==> src/adsm_regs.svh <==
// Purpose: Register offsets, field positions, reset values and timing counts.
// Assumes: AHB-Lite slave with 32-bit data, one register per aligned word.
// Notes: Definitions only.
`ifndef ADSM_REGS_SVH
`define ADSM_REGS_SVH
`define ADSM_OFF_CTRL 12'h000
`define ADSM_OFF_ACCLIM 12'h004
`define ADSM_OFF_RESP 12'h008
`define ADSM_OFF_JITTER 12'h00C
`define ADSM_OFF_STATUS 12'h010
`define ADSM_OFF_CLEAR 12'h014
`define ADSM_OFF_ACCEL 12'h018
`define ADSM_CTRL_CFGVALID 0
`define ADSM_CTRL_ACCEN 1
`define ADSM_CTRL_ACCSTO 2
`define ADSM_CTRL_DIRLO 4
`define ADSM_CTRL_DIRHI 6
`define ADSM_CTRL_ENC1NEG 8
`define ADSM_CTRL_ENC2NEG 9
`define ADSM_CTRL_HIFREQ 10
`define ADSM_CTRL_RESET 32'h0000_0004
`define ADSM_ACCLIM_RESET 16'h0000
`define ADSM_RESP_RESET 16'h0064
`define ADSM_JITTER_RESET 16'h0000
`define ADSM_RESP_OFFSET_MS 16'h0024
`define ADSM_CLK_HZ 25000000
`define ADSM_CYC_PER_MS (`ADSM_CLK_HZ / 1000)
`endif

==> src/adsm_pkg.sv <==
// Purpose: Shared types of the acceleration and direction safety monitor.
// Assumes: Included constants come from adsm_regs.svh.
// Notes: Types only.
package adsm_pkg;
  typedef enum logic [2:0] {
    DIR_OFF, DIR_POS_ALWAYS, DIR_NEG_ALWAYS, DIR_POS_LIMITED, DIR_NEG_LIMITED
  } adsm_dirmode_t;
  typedef enum logic [1:0] {
    STOP_NONE, STOP_DELAY, STOP_MAXTIME
  } adsm_phase_t;
endpackage

==> src/adsm_if.sv <==
// Purpose: Carries encoder counts between the main monitor and its tracker.
// Assumes: Both modules run on clk_sys.
// Notes: One driver per modport side.
`timescale 1ns/1ps
`default_nettype none
interface adsm_if;
  logic signed [31:0] enc1Pos;
  logic signed [31:0] enc2Pos;
  logic enc1Neg;
  logic enc2Neg;
  logic signed [31:0] dirPos;
  modport monitor(output enc1Pos, output enc2Pos, output enc1Neg, output enc2Neg, input dirPos);
  modport tracker(input enc1Pos, input enc2Pos, input enc1Neg, input enc2Neg, output dirPos);
endinterface
`default_nettype wire

==> src/adsm_pos_track.sv <==
// Purpose: Applies polarity to encoder 1 and forms the signed position used for direction checks.
// Assumes: Encoder counts are already synchronous to clk_sys.
// Notes: Encoder 2 polarity is carried for completeness; encoder 1 is the reference axis.
`timescale 1ns/1ps
`default_nettype none
module adsm_pos_track
  import adsm_pkg::*;
(
  // Clock and reset.
  input wire logic clk_sys,
  input wire logic sys_rst,
  // Encoder link.
  adsm_if.tracker link
);
  logic signed [31:0] pos_r;
  logic signed [31:0] pos_nxt;

  always_comb begin
    pos_nxt = link.enc1Neg ? -link.enc1Pos : link.enc1Pos;
  end

  always_ff @(posedge clk_sys or posedge sys_rst) begin
    if (sys_rst) begin
      pos_r <= 32'sh0000_0000;
    end else begin
      pos_r <= pos_nxt;
    end
  end

  assign link.dirPos = pos_r;
endmodule
`default_nettype wire

==> src/adsm_monitor.sv <==
// Purpose: Acceleration and direction safety monitor with an AHB-Lite register file.
// Assumes: Encoder counts arrive as parallel words from another clock domain.
// Notes on behaviour
// - Accel check active: enabled, valid, mode on.
// - Window is response time minus 36 ms.
// - Fault when acceleration reaches the limit.
// - Stop behaviour selects torque-off or stop category.
// - Fault in monitor delay starts maximum stop time; code pulses endStopDelay only when torque-off is selected.
// - Configured stop, low frequency: only report; code does so only while maxStopActive, else requests the stop category.
// - Torque-off during stop time: remove power, standstill.
// - Wrong direction starts configured stop category.
// - Five direction modes; limited-speed modes gated.
// - Always modes active when valid and not disabled.
// - Fault once wrong travel exceeds jitter tolerance.
// - Direction fault stops, suspends direction checks.
// - Late direction fault forces all outputs faulted.
// - Accel limit relative to encoder 1, default zero.
// - Stop behaviour defaults to torque-off.
//
// Our own choices: register access over AHB-Lite and the register addresses.
`timescale 1ns/1ps
`default_nettype none
`include "adsm_regs.svh"
module adsm_monitor
  import adsm_pkg::*;
(
  // Clock and reset.
  input wire logic clk_sys,
  input wire logic sys_rst,
  // AHB-Lite slave.
  input wire logic hsel,
  input wire logic [11:0] haddr,
  input wire logic [1:0] htrans,
  input wire logic hwrite,
  input wire logic [2:0] hsize,
  input wire logic [31:0] hwdata,
  input wire logic hready,
  output logic [31:0] hrdata,
  output logic hreadyout,
  output logic hresp,
  // Encoder feedback and drive state.
  input wire logic [31:0] enc1Count,
  input wire logic [31:0] enc2Count,
  input wire logic modeEnabled,
  input wire logic limited_speed_monitor,
  input wire logic stopDelayActive,
  input wire logic maxStopActive,
  // Fault reactions.
  output logic accelFault,
  output logic dirFault,
  output logic reqTorqueOff,
  output logic reqStopCat,
  output logic endStopDelay,
  output logic standstillCheck,
  output logic allFaulted
);
  adsm_if link();
  adsm_pos_track posTrack (.clk_sys(clk_sys), .sys_rst(sys_rst), .link(link));

  // Pin synchroniser: three stages, a change counts once stages two and three agree.
  logic [31:0] e1s1_r, e1s2_r, e1s3_r, e1_r;
  logic [31:0] e2s1_r, e2s2_r, e2s3_r, e2_r;
  logic [31:0] e1_nxt, e2_nxt;
  always_comb begin
    e1_nxt = (e1s2_r == e1s3_r) ? e1s3_r : e1_r;
    e2_nxt = (e2s2_r == e2s3_r) ? e2s3_r : e2_r;
  end
  always_ff @(posedge clk_sys or posedge sys_rst) begin
    if (sys_rst) begin
      e1s1_r <= 32'h0000_0000;
      e1s2_r <= 32'h0000_0000;
      e1s3_r <= 32'h0000_0000;
      e1_r <= 32'h0000_0000;
      e2s1_r <= 32'h0000_0000;
      e2s2_r <= 32'h0000_0000;
      e2s3_r <= 32'h0000_0000;
      e2_r <= 32'h0000_0000;
    end else begin
      e1s1_r <= enc1Count;
      e1s2_r <= e1s1_r;
      e1s3_r <= e1s2_r;
      e1_r <= e1_nxt;
      e2s1_r <= enc2Count;
      e2s2_r <= e2s1_r;
      e2s3_r <= e2s2_r;
      e2_r <= e2_nxt;
    end
  end

  // Registers.
  logic [31:0] ctrl_r, ctrl_nxt;
  logic [15:0] accLim_r, accLim_nxt;
  logic [15:0] resp_r, resp_nxt;
  logic [15:0] jitter_r, jitter_nxt;
  logic wrPend_r, wrPend_nxt;
  logic [11:0] wrAddr_r, wrAddr_nxt;
  logic [31:0] rdata_r, rdata_nxt;
  logic clrAcc, clrDir;

  assign link.enc1Pos = e1_r;
  assign link.enc2Pos = e2_r;
  assign link.enc1Neg = ctrl_r[`ADSM_CTRL_ENC1NEG];
  assign link.enc2Neg = ctrl_r[`ADSM_CTRL_ENC2NEG];

  // Monitor state.
  logic cfgValid;
  logic accActive;
  logic dirActive;
  adsm_dirmode_t dirMode;
  logic [31:0] winCnt_r, winCnt_nxt;
  logic signed [31:0] lastPos_r, lastPos_nxt;
  logic signed [31:0] lastVel_r, lastVel_nxt;
  logic signed [31:0] accel_r, accel_nxt;
  logic primed_r, primed_nxt;
  logic signed [31:0] anchor_r, anchor_nxt;
  logic accF_r, accF_nxt;
  logic dirF_r, dirF_nxt;
  logic sto_r, sto_nxt;
  logic stopCat_r, stopCat_nxt;
  logic endDly_r, endDly_nxt;
  logic stand_r, stand_nxt;
  logic allF_r, allF_nxt;
  logic dirSusp_r, dirSusp_nxt;
  logic [31:0] winLen;
  logic signed [31:0] vel, dAcc, wrongTravel;
  logic accTrip, dirTrip, stopping;

  function automatic logic [31:0] absVal(input logic signed [31:0] v);
    absVal = v[31] ? 32'(-v) : 32'(v);
  endfunction

  function automatic logic [31:0] windowCycles(input logic [15:0] respMs);
    logic [15:0] ms;
    ms = (respMs > `ADSM_RESP_OFFSET_MS) ? 16'(respMs - `ADSM_RESP_OFFSET_MS) : 16'h0001;
    windowCycles = 32'(ms) * 32'(`ADSM_CYC_PER_MS);
  endfunction

  always_comb begin
    cfgValid = ctrl_r[`ADSM_CTRL_CFGVALID];
    dirMode = adsm_dirmode_t'(ctrl_r[`ADSM_CTRL_DIRHI:`ADSM_CTRL_DIRLO]);
    accActive = ctrl_r[`ADSM_CTRL_ACCEN] && cfgValid && modeEnabled;
    case (dirMode)
      DIR_POS_ALWAYS, DIR_NEG_ALWAYS: dirActive = cfgValid && modeEnabled;
      DIR_POS_LIMITED, DIR_NEG_LIMITED: dirActive = cfgValid && modeEnabled && limited_speed_monitor;
      default: dirActive = 1'b0;
    endcase
    stopping = stopDelayActive || maxStopActive;
    winLen = windowCycles(resp_r);
    vel = link.dirPos - lastPos_r;
    dAcc = vel - lastVel_r;
    winCnt_nxt = winCnt_r + 32'h0000_0001;
    lastPos_nxt = lastPos_r;
    lastVel_nxt = lastVel_r;
    accel_nxt = accel_r;
    primed_nxt = primed_r;
    accTrip = 1'b0;
    if (winCnt_r >= winLen - 32'h0000_0001) begin
      winCnt_nxt = 32'h0000_0000;
      lastPos_nxt = link.dirPos;
      lastVel_nxt = vel;
      primed_nxt = 1'b1;
      if (primed_r) begin
        accel_nxt = dAcc;
        accTrip = accActive && (absVal(dAcc) >= 32'(accLim_r));
      end
    end
    if (!dirActive || dirSusp_r) begin
      anchor_nxt = link.dirPos;
    end else if (dirMode == DIR_POS_ALWAYS || dirMode == DIR_POS_LIMITED) begin
      anchor_nxt = (link.dirPos > anchor_r) ? link.dirPos : anchor_r;
    end else begin
      anchor_nxt = (link.dirPos < anchor_r) ? link.dirPos : anchor_r;
    end
    wrongTravel = anchor_nxt - link.dirPos;
    dirTrip = dirActive && !dirSusp_r &&
      (absVal(wrongTravel) > 32'(jitter_r));
    accF_nxt = accTrip || (accF_r && !clrAcc);
    dirF_nxt = dirTrip || (dirF_r && !clrDir);
    // Own stop requests hold until the stop has run and the fault is cleared.
    sto_nxt = sto_r && (stopping || accF_r);
    stopCat_nxt = stopCat_r && (stopping || accF_r || dirF_r);
    stand_nxt = stand_r && stopping;
    endDly_nxt = 1'b0;
    dirSusp_nxt = dirSusp_r && (stopping || dirF_r);
    allF_nxt = allF_r;
    if (accTrip) begin
      if (ctrl_r[`ADSM_CTRL_ACCSTO]) begin
        sto_nxt = 1'b1;
        if (stopDelayActive) begin
          endDly_nxt = 1'b1;
        end
        if (maxStopActive) begin
          stand_nxt = 1'b1;
        end
      end else if (!maxStopActive || ctrl_r[`ADSM_CTRL_HIFREQ]) begin
        stopCat_nxt = 1'b1;
      end
    end
    if (dirTrip) begin
      if (stopping) begin
        allF_nxt = 1'b1;
      end else begin
        stopCat_nxt = 1'b1;
        dirSusp_nxt = 1'b1;
      end
    end
    if (allF_nxt) begin
      sto_nxt = 1'b1;
      stopCat_nxt = 1'b1;
    end
  end

  always_ff @(posedge clk_sys or posedge sys_rst) begin
    if (sys_rst) begin
      winCnt_r <= 32'h0000_0000;
      lastPos_r <= 32'sh0000_0000;
      lastVel_r <= 32'sh0000_0000;
      accel_r <= 32'sh0000_0000;
      primed_r <= 1'b0;
      anchor_r <= 32'sh0000_0000;
      accF_r <= 1'b0;
      dirF_r <= 1'b0;
      sto_r <= 1'b0;
      stopCat_r <= 1'b0;
      endDly_r <= 1'b0;
      stand_r <= 1'b0;
      allF_r <= 1'b0;
      dirSusp_r <= 1'b0;
    end else begin
      winCnt_r <= winCnt_nxt;
      lastPos_r <= lastPos_nxt;
      lastVel_r <= lastVel_nxt;
      accel_r <= accel_nxt;
      primed_r <= primed_nxt;
      anchor_r <= anchor_nxt;
      accF_r <= accF_nxt;
      dirF_r <= dirF_nxt;
      sto_r <= sto_nxt;
      stopCat_r <= stopCat_nxt;
      endDly_r <= endDly_nxt;
      stand_r <= stand_nxt;
      allF_r <= allF_nxt;
      dirSusp_r <= dirSusp_nxt;
    end
  end

  // AHB-Lite slave: zero wait states, writes land at the end of the data phase.
  logic take;
  always_comb begin
    take = hsel && htrans[1] && hready;
    ctrl_nxt = ctrl_r;
    accLim_nxt = accLim_r;
    resp_nxt = resp_r;
    jitter_nxt = jitter_r;
    clrAcc = 1'b0;
    clrDir = 1'b0;
    if (wrPend_r) begin
      case (wrAddr_r)
        `ADSM_OFF_CTRL: ctrl_nxt = hwdata & 32'h0000_0777;
        `ADSM_OFF_ACCLIM: accLim_nxt = hwdata[15:0];
        `ADSM_OFF_RESP: resp_nxt = hwdata[15:0];
        `ADSM_OFF_JITTER: jitter_nxt = hwdata[15:0];
        `ADSM_OFF_CLEAR: begin
          clrAcc = hwdata[0];
          clrDir = hwdata[1];
        end
        default: ;
      endcase
    end
    wrPend_nxt = take && hwrite;
    wrAddr_nxt = take ? haddr : wrAddr_r;
    rdata_nxt = 32'h0000_0000;
    if (take && !hwrite) begin
      case (haddr)
        `ADSM_OFF_CTRL: rdata_nxt = ctrl_r;
        `ADSM_OFF_ACCLIM: rdata_nxt = {16'h0000, accLim_r};
        `ADSM_OFF_RESP: rdata_nxt = {16'h0000, resp_r};
        `ADSM_OFF_JITTER: rdata_nxt = {16'h0000, jitter_r};
        `ADSM_OFF_STATUS: rdata_nxt = {25'h0, dirSusp_r, allF_r, stand_r, stopCat_r,
          sto_r, dirF_r, accF_r};
        `ADSM_OFF_ACCEL: rdata_nxt = accel_r;
        default: rdata_nxt = 32'h0000_0000;
      endcase
    end
  end

  always_ff @(posedge clk_sys or posedge sys_rst) begin
    if (sys_rst) begin
      ctrl_r <= `ADSM_CTRL_RESET;
      accLim_r <= `ADSM_ACCLIM_RESET;
      resp_r <= `ADSM_RESP_RESET;
      jitter_r <= `ADSM_JITTER_RESET;
      wrPend_r <= 1'b0;
      wrAddr_r <= 12'h000;
      rdata_r <= 32'h0000_0000;
    end else begin
      ctrl_r <= ctrl_nxt;
      accLim_r <= accLim_nxt;
      resp_r <= resp_nxt;
      jitter_r <= jitter_nxt;
      wrPend_r <= wrPend_nxt;
      wrAddr_r <= wrAddr_nxt;
      rdata_r <= rdata_nxt;
    end
  end

  assign hrdata = rdata_r;
  assign hreadyout = 1'b1;
  assign hresp = 1'b0;
  assign accelFault = accF_r;
  assign dirFault = dirF_r;
  assign reqTorqueOff = sto_r;
  assign reqStopCat = stopCat_r;
  assign endStopDelay = endDly_r;
  assign standstillCheck = stand_r;
  assign allFaulted = allF_r;
endmodule
`default_nettype wire

==> config.mk <==
export PLATFORM = sky130hd
export DESIGN_NAME = adsm_monitor
export DESIGN_NICKNAME = d
export VERILOG_FILES = /design/src/adsm_pkg.sv /design/src/adsm_if.sv /design/src/adsm_pos_track.sv /design/src/adsm_monitor.sv
export VERILOG_INCLUDE_DIRS = /design/src /design/src/src
export SDC_FILE = /design/constraint.sdc
export NUM_CORES = 1
export LEC_CHECK = 0
export BUFFER_PORTS_ARGS = -buffer_cell sky130_fd_sc_hd__buf_4
export CELL_PAD_IN_SITES_DETAIL_PLACEMENT = 0
export CELL_PAD_IN_SITES_GLOBAL_PLACEMENT = 1
export CORE_UTILIZATION = 40
export CTS_CLUSTER_DIAMETER = 40
export DETAILED_ROUTE_END_ITERATION = 12
export PLACE_DENSITY_LB_ADDON = 0.1
export SYNTH_ARGS = -nofsm -noshare
export SYNTH_HDL_FRONTEND = slang
export SYNTH_SLANG_ARGS = --single-unit
==> constraint.sdc <==
create_clock -name clk_sys -period 15.75 [get_ports clk_sys]
set_input_delay 3.15 -clock clk_sys [delete_from_list [all_inputs] [get_ports clk_sys]]
set_output_delay 3.15 -clock clk_sys [all_outputs]
set_load 0.01 [all_outputs]
Word level (Yosys, flattened, before mapping)
Index checks and enable logic that the tools add are counted.
Widths: inputs -> output; s select.
Word-level totals
  output and inout bits: 41
  logic and storage cells: 134
  register bits after elaboration: 431
Cells by class
  equal/unequal tests: 14
  reduce and logical (&&, ||, !) cells: 41
  $add $sub $neg: 9
  $mul: 1
  multiplexer cells: 37
  order comparisons: 6
Operator list (count)
  $mux 32: 9
  $pmux 32 s6: 1
  $neg 32->32: 3
  $sub 32x32->32: 3
  $eq 12x4->1 const B: 4
  $eq 12x5->1 const B: 3
  $add 32x1->32 const B: 1
  $eq 32x32->1: 1
  $ge 32x16->1: 1
  $ge 32x32->1: 1
  $gt 32x16->1: 1
  $gt 32x32->1: 1
  $lt 32x32->1: 1
  $sub 31x1->32 const B: 1
  $mul 16x12->28 const B: 1
  $mux 1: 25
  $eq 12x3->1 const B: 2
  $logic_not 12->1: 2
  $logic_and 1x1->1: 17
  $gt 16x6->1 const B: 1
  $mux 16: 1
  $sub 16x6->16 const B: 1
  $reduce_and 2->1: 5
  $logic_or 1x1->1: 9
  other kinds (6): 13

Logic depth before layout (Yosys ltp)
Gate-level depths: netlist (run 1).
  depth after elaboration: 13
  gate-level depth with buffers: 45
  gate-level depth less buffers: 43

Modules after synthesis
A second synthesis (run 1) with hierarchy kept.
Second synthesis, totals
  cells, all modules: 3359
  area, all modules: 33753.6 sq um
Modules (own cells, without submodules)
  adsm_monitor: area an instance 32185.9 sq um, cells each 3227, instances 1
  adsm_pos_track: area an instance 1567.8 sq um, cells each 132, instances 1

Worst setup path after synthesis (run 1)
Ideal clock, no wire load.
  path type: input to register
  start: in limited_speed_monitor
  end: reg stopCat_r, in the netlist reqStopCat
  slack: 5.248 ns
  library setup time: 0.147 ns
  stages on the path: 37
  data arrival time: 10.354 ns
  cells stage by stage: nor2_1 > nor3_1 > a31oi_1 > nor3_1 > o2111ai_1 > clkbuf_1 > nand2_1 > o21ai_0 > ha_1 > buf_2 > a21oi_1 > o22ai_1 > o21ai_1 > o21ai_0 > nor2_1 > nor3_1 > or3_1 > o31ai_1 > xnor2_1 > clkbuf_1 > nor2_1 > a21oi_1 > ha_1 > nor2b_1 > o21a_1 > o21a_1 > o21a_1 > o21a_1 > o21a_1 > o21ai_0 > nand2b_1 > a21oi_1 > a21oi_1 > or4_1 > o31a_1 > a311oi_4 > o311ai_1
Between the ends
  longest elaborated chain between the ends: 12
  elaborated cells on any way between the ends: 14
  those cells by class: add/sub: 2; order compare: 1; mux: 6; reduce/logical: 5
RTL lines
  start, declared: RTL line adsm_monitor.sv:45  | input wire logic limited_speed_monitor,
  $logic_and 1x1->1 *: RTL line adsm_monitor.sv:144  | DIR_POS_LIMITED, DIR_NEG_LIMITED: dirActive = cfgValid && modeEnabled && limited_speed_monitor;
  $pmux 1 s2 *: RTL line adsm_monitor.sv:142  | case (dirMode)
  $logic_not 1->1 *: RTL line adsm_monitor.sv:167  | if (!dirActive || dirSusp_r) begin
  $logic_or 1x1->1 *: RTL line adsm_monitor.sv:167
  $mux 32 *: RTL line adsm_monitor.sv:167
  via anchor_nxt[10]: RTL line adsm_monitor.sv:115  | logic signed [31:0] anchor_r, anchor_nxt;
  $sub 32x32->32 *: RTL line adsm_monitor.sv:174  | wrongTravel = anchor_nxt - link.dirPos;
  $neg 32->32: RTL line adsm_monitor.sv:129  | absVal = v[31] ? 32'(-v) : 32'(v);
  $mux 32 *: RTL line adsm_monitor.sv:129
  $gt 32x16->1 *: RTL line adsm_monitor.sv:176  | (absVal(wrongTravel) > 32'(jitter_r));
  $logic_and 1x1->1 *: RTL line adsm_monitor.sv:175  | dirTrip = dirActive && !dirSusp_r &&
  $mux 1: RTL line adsm_monitor.sv:199  | if (dirTrip) begin
  $mux 1 *: RTL line adsm_monitor.sv:207  | if (allF_nxt) begin
  via stopCat_nxt: RTL line adsm_monitor.sv:119  | logic stopCat_r, stopCat_nxt;
  end signal, assigned: RTL line adsm_monitor.sv:239  | stopCat_r <= stopCat_nxt;
  end, declared: RTL line adsm_monitor.sv:119
Mark *: on every way through the listed nets, which the timed path passes. The rest lies on a longest branch.
A chain may end at the register's enable or synchronous reset.

Final worst setup path (run 1)
Ends and elaborated chain as after synthesis.

==> summary.md, run 1 <==
| Metric | Value |
|---|---|
| Outcome | finished, final reports clean |
| Switching pwr | around 1.4 mW |
| Number of synthesized flops with an enable pin | 0 |
| Initial Util | 0.407 |
| Synth top area share | 0.364 |
| Worst setup SP type | input pin |
| Diodes inserted | 0 |
| Final WL | between 70000 and 80000 um |
| Pwr/cell area | 125 nW/um2 |
| Post-DP Area | approximately 31000 um2 |
| Layout Nets | roughly 3700 |
| Detailed router's first-iteration violation count | 1205 |
| GP Congestion | between 0.8 and 0.9 |
| Vias/cell | between 5 and 6 |
| Syn. warnings | 0 |
| Worst slack at placement | approximately 3.8 ns |
| Core Util, Final | 0.471 |
| Ys async rst share | 1.00 |
| CTS Buf Count | 78 |
| Synth cell types | between 80 and 90 |
| Total gr overflow | 0 |
| Worst hold path type | reg2reg |
| Post_cts resized | 0 |
| Flop pwr share | 0.272 |
| Period utilization | 0.728 |
| Core area | 72100 um2 |
| Minimum clock period | between 10 and 15 ns |
| Slowest-stage cell, CP | a311oi_4 |
| TritonRoute pass-1 iters | 5 |
| Top cells by area, synth | dfrtp_1 36%, ha_1 13%, xnor2_1 4.3% |
| CP startpoint | limited_speed_monitor |
| LEAKAGE | 16.6 nW |
| Combinational fraction of design power | 0.322 |
| DIE WIDTH | ~270 um |
| CP most frequent cell | o21a_1 |
| Measured slew at the worst slew-check pin | slightly above 1 ns |
| Max cap viols | 0 |
| Setup total negative slack | 0 ns |
| Flops & latches, synth | between 400 and 500 |
| Total GRT Usage | 0.208 |
| Setup WS post-layout | ~4.3 ns |
| Int Pwr | between 2 and 3 mW |
| Post-Synthesis Cells | around 3200 |
| Die area | around 74000 um2 |
| Synth Net Count | around 3600 |
| Final setup violation count | 0 |
| Syn_area_per_cell | just over 9 um2 |
| IO Port Bufs | roughly 110 |
| WP data required | about 16 ns |
| Row cnt | between 90 and 100 |
| Clock power share | 0.406 |
| RSZ-0062 raised after global routing | no |
| Delay-heaviest family, CP | compound AO/OA/AOI/OAI gates |
| ANT nets after route | 0 |
| Max Slew Vio Count | 0 |
| CP Max Fanout | 32 |
| Ports | roughly 160 |
| Slew headroom | 0.303 |
| H-tree depth | 3 |
| Crit path largest cell delay | a little over 0.6 ns |
| Worst-skew pair later-pin latency | between 0.6 and 0.7 ns |
| Min-delay src | e1s1_r[2] |
| DRC viols | 0 |
| Critical path buffer and inverter count | 3 |
| Die H | between 200 and 300 um |
| Final instance area | approximately 34000 um2 |
| Vias | 22600 |
| TritonCTS clock tree | yes |
| Dpl hpwl | a little under 60000 um |
| Critical path class | in2reg |
| Worst Setup End Kind | register |
| Reg2reg start | resp_r[10] |
| CP Data Arrival Time | around 12 ns |
| Largest net degree at the start of global routing | ~190 |
| Sw frac | 0.341 |
| CTS Sinks | approximately 430 |
| Dominant cell type by area after synthesis | dfrtp_1 |
| Max Root-Sink Buffers | 3 |
| Initial antenna violation count | 1 |
| Pwr Total | ~4.2 mW |
| Mapped Area | approximately 29000 um2 |
| FMAX | 0.0873 GHz |
| Clock Root Buffer | clkbuf_16 |
| Vias in the first global route | 22800 |
| Prevailing post-synth register cell | dfrtp_1 |
| Share of cells above drive strength 1 | 0.123 |
| Setup Buffers After CTS | 0 |
| Post-CTS Hold Buffers | 0 |
| Post-synthesis sequential area ratio | 0.368 |
| Routed WL per cell | 17.8 um |
| Area grow syn2layout | 15.7% |
| Clock Pin Slew Worst Setup and Hold Paths | around 0.050 ns |
| Global-route wire length before repair | 124000 um |
| Layout Skew | 0.0472 ns |
| Hold Violations, Final | 0 |
| Worst vdd ir | 106 uV |
## power groups by stage
stage | registers (mW) | clock network (mW) | logic (mW)
final | 1.15 | 1.72 | 1.36
after global routing | 1.15 | 1.82 | 1.60
after CTS | 1.15 | 1.76 | 1.39
after detailed placement | 1.17 | 0 | 1.36
after global placement | 1.17 | 0 | 1.35
after floorplan | 1.16 | 0 | 1.07
## sequential cells by signal, indices dropped and copies added (netlist names), 32 cells and up
signal,cells
accel_r,32
anchor_r,32
e1_r,32
e1s1_r,32
e1s2_r,32
e1s3_r,32
hrdata,32
lastPos_r,32
lastVel_r,32
posTrack.link.dirPos,32
winCnt_r,32
## layout make-up
cell class | count | area (um2)
multi-input cells | 2325 | 17100
inverters | 313 | 1180
clock buffers | 94 | 2070
repair buffers | 125 | 951
fillers | 6915 | 38100
flip-flops and latches | 431 | 10800
well taps | 950 | 1190
clock inverters | 50 | 687
## cell usage after synthesis, drive strengths merged (26+ instances only)
cell / n
nor2: 217
o21ai: 233
xnor2: 145
xor2: 114
ha: 303
a21oi: 163
mux2: 103
nand3: 57
dfrtp: 427
inv: 313
and2: 37
fa: 41
o21a: 29
nand2b: 27
nand4: 38
nor4: 36
nand2: 294
clkbuf: 80
and3: 26
a21o: 69
or3: 27
nor3: 49
## kinds of logic after synthesis
kind of cell    Yosys count  synth area share
compound gates          703             0.152
xor+xnor                260            0.0780
fa+ha+maj               344             0.157
buf+inv                 400            0.0514
flops                   431             0.368
mux                     123            0.0463
other cells               2          0.000256
simple gates            893             0.147
## placed cells by master (no fill, tap or decap), types with 35 or more instances in the layout
| cell type | instances |
|---|---|
| a21o_1 | 69 |
| a21oi_1 | 163 |
| buf_4 | 124 |
| clkbuf_16 | 78 |
| dfrtp_1 | 427 |
| fa_1 | 41 |
| ha_1 | 303 |
| inv_1 | 312 |
| mux2_2 | 103 |
| nand2_1 | 293 |
| nand3_1 | 57 |
| nand4_1 | 38 |
| nor2_1 | 215 |
| nor3_1 | 49 |
| nor4_1 | 35 |
| o21ai_0 | 230 |
| xnor2_1 | 145 |
| xor2_1 | 114 |
## per-stage QoR
stage,hold WS (ns),cells
floorplan,0.331,3156
global placement,0.332,4144
detailed placement,0.335,4144
CTS,0.343,4288
global route,0.346,4288
finish,0.342,4288
## routing by layer
metal  GRT usage  share of wire  up-vias
li1            -              -    11300
met1       0.281           0.47    10900
met2       0.346           0.47      348
met3      0.0276          0.032      120
met4      0.0639          0.027        2
met5           0       0.000092        -
## final timing paths
path	to	slack [ns]	cells after the start
worst max-delay path	reqStopCat	4.29	36
worst min-delay path	e1s2_r[2]	0.34	0
worst max register to register	accel_r[4]	4.37	33
worst min register to register	e1s2_r[2]	0.34	0
max in group asynchronous	accLim_r[4]	11.53	3
min in group asynchronous	e1s2_r[0]	2.66	2
No activity file was read; power rests on OpenSTA's default activity.
==> inputs of run 2 (changes only) <==
- clock period: 15.75 -> 9.31 ns (I/O delays scaled with it)
==> run 2 against run 1 <==
Cell area is 5.5% higher. Critical path type is now reg2reg. Non-clock buffer count is 188 higher. Critical path depth is 4 higher. Sequential share of layout area is 1.7 points lower.
==> summary.md, run 2 (synthesized netlist as in run 1, its figures left out) <==
| Metric | Value |
|---|---|
| Outcome | finished, final reports clean |
| Slowest-stage cell, CP | or4_4 |
| Vias/cell | about 5.3 |
| Clock Root Buffer | clkbuf_16 |
| Max Slew Vio Count | 0 |
| Slew headroom | 0.257 |
| Final WL | between 70000 and 80000 um |
| Routed WL per cell | 17.4 um |
| TritonRoute pass-1 iters | 5 |
| Worst setup SP type | register |
| WHS | between 0.3 and 0.4 ns |
| WP data required | 9.80 ns |
| Total gr overflow | 0 |
| Worst hold path type | reg2reg |
| Layout Nets | 3931 |
| Layout Skew | about 0.045 ns |
| Initial antenna violation count | 1 |
| TritonCTS clock tree | yes |
| H-tree depth | 3 |
| Ports | between 150 and 200 |
| Largest net degree at the start of global routing | roughly 180 |
| Vias | 23600 |
| Die area | ~74000 um2 |
| ANT nets after route | 0 |
| IO Port Bufs | around 110 |
| Clock Pin Slew Worst Setup and Hold Paths | 0.05 ns |
| Worst Setup End Kind | register |
| Core area | 72100 um2 |
| Max cap viols | 0 |
| Critical path buffer and inverter count | 4 |
| Vias in the first global route | roughly 24000 |
| Worst vdd ir | approximately 200 uV |
| Minimum clock period | 8.77 ns |
| Pwr/cell area | between 200 and 250 nW/um2 |
| Period utilization | 0.942 |
| Final setup violation count | 0 |
| Hold Violations, Final | 0 |
| Most common cell after layout, fill and taps aside | dfrtp_1 |
| Area grow syn2layout | 22.1% |
| GP Congestion | approximately 0.87 |
| Dpl hpwl | roughly 62000 um |
| CP most frequent cell | o21a_1 |
| Initial Util | 0.407 |
| LEAKAGE | around 18 nW |
| Commonest cells after routing, fill and taps aside | 427 x dfrtp_1, 312 x inv_1, 303 x ha_1 |
| Worst-skew pair later-pin latency | about 0.64 ns |
| Fillers | ~6700 |
| Max Root-Sink Buffers | 3 |
| Row cnt | 98 |
| Share of cells above drive strength 1 | 0.181 |
| CTS Sinks | 431 |
| CP Max Fanout | 30 |
| Detailed router's first-iteration violation count | approximately 1500 |
| Pwr Total | between 7 and 8 mW |
| CTS Buf Count | between 80 and 90 |
| Critical path class | reg2reg |
| FMAX | 0.114 GHz |
| Total GRT Usage | 0.214 |
| DRC viols | 0 |
| Measured slew at the worst slew-check pin | between 1 and 1.5 ns |
| CP Data Arrival Time | a little over 9 ns |
| Crit path largest cell delay | between 0.5 and 0.6 ns |
| Global-route wire length before repair | 127000 um |
| Die H | 273 um |
| DIE WIDTH | ~270 um |
| Delay-heaviest family, CP | compound AO/OA/AOI/OAI gates |
[run 2: final cells by class]
| class | count | area, um2 | area share |
|---|---|---|---|
| Multi-Input combinational cell | 2325 | 17300 | 0.482 |
| Timing Repair Buffer | 313 | 2500 | 0.0699 |
| Inverter | 313 | 1180 | 0.0329 |
| Tap cell | 950 | 1190 | 0.0332 |
| Antenna cell | 1 | 2.50 | 0.0000698 |
| Clock buffer | 98 | 2230 | 0.0623 |
| Sequential cell | 431 | 10800 | 0.301 |
| Clock inverter | 51 | 676 | 0.0189 |
[run 2: stage by stage]
step                cells  setup WS [ns]  instance area, um2  utilization  TNS (ns)
CTS                  4476        0.00233               35600        0.494         0
finish               4482          0.537               35800        0.497         0
detailed placement   4327         -0.141               32700        0.453    -0.383
global route         4481        -0.0169               35800        0.497   -0.0800
floorplan            3156         0.0964               29400            -         0
global placement     4327        -0.0713               32700        0.453    -0.109
[run 2: worst paths after layout]
kind	startpoint	to	slack [ns]	cells after the start
worst max-delay path	posTrack.link.dirPos[14]	reqTorqueOff	0.54	40
worst min-delay path	e1s1_r[26]	e1s2_r[26]	0.34	0
worst max register to register	posTrack.link.dirPos[14]	reqTorqueOff	0.54	40
worst min register to register	e1s1_r[26]	e1s2_r[26]	0.34	0
max in group asynchronous	sys_rst	accel_r[26]	5.87	4
min in group asynchronous	sys_rst	e1s3_r[2]	1.40	2
[run 2: report_power, final]
part	switching, mW	internal, mW	leakage [nW]
Combinational	1.44	1.21	10.7
Sequential	0.0285	1.92	5.59
Clock	1.06	2.01	1.40
Total	2.53	5.13	17.7
[run 2: per-layer routing]
layer  track usage  part of all wire  vias to the layer above
met4        0.0711             0.029                        0
met3        0.0277             0.033                      131
met1         0.283              0.46                    11500
li1              -                 -                    11700
met5             0                 0                        -
met2         0.359              0.48                      399
[run 2: repair_timing]
action / in CTS / in global routing
endpoints found under the setup margin: 29 / 137
buffers inserted: 0 / 4
hold buffers: 0 / 0
gates resized for setup: 4 / 45
gates cloned: 0 / 1
pin swaps: 0 / 7
[run 2: worst register-to-register path, delay by kind of cell, from the launching register on]
family / cells / cell delay, ns
xor+xnor: 1 / 0.30
flops: 1 / 0.38
fa+ha+maj: 3 / 0.87
simple gates: 12 / 2.56
buf+inv: 4 / 0.69
compound gates: 20 / 3.81
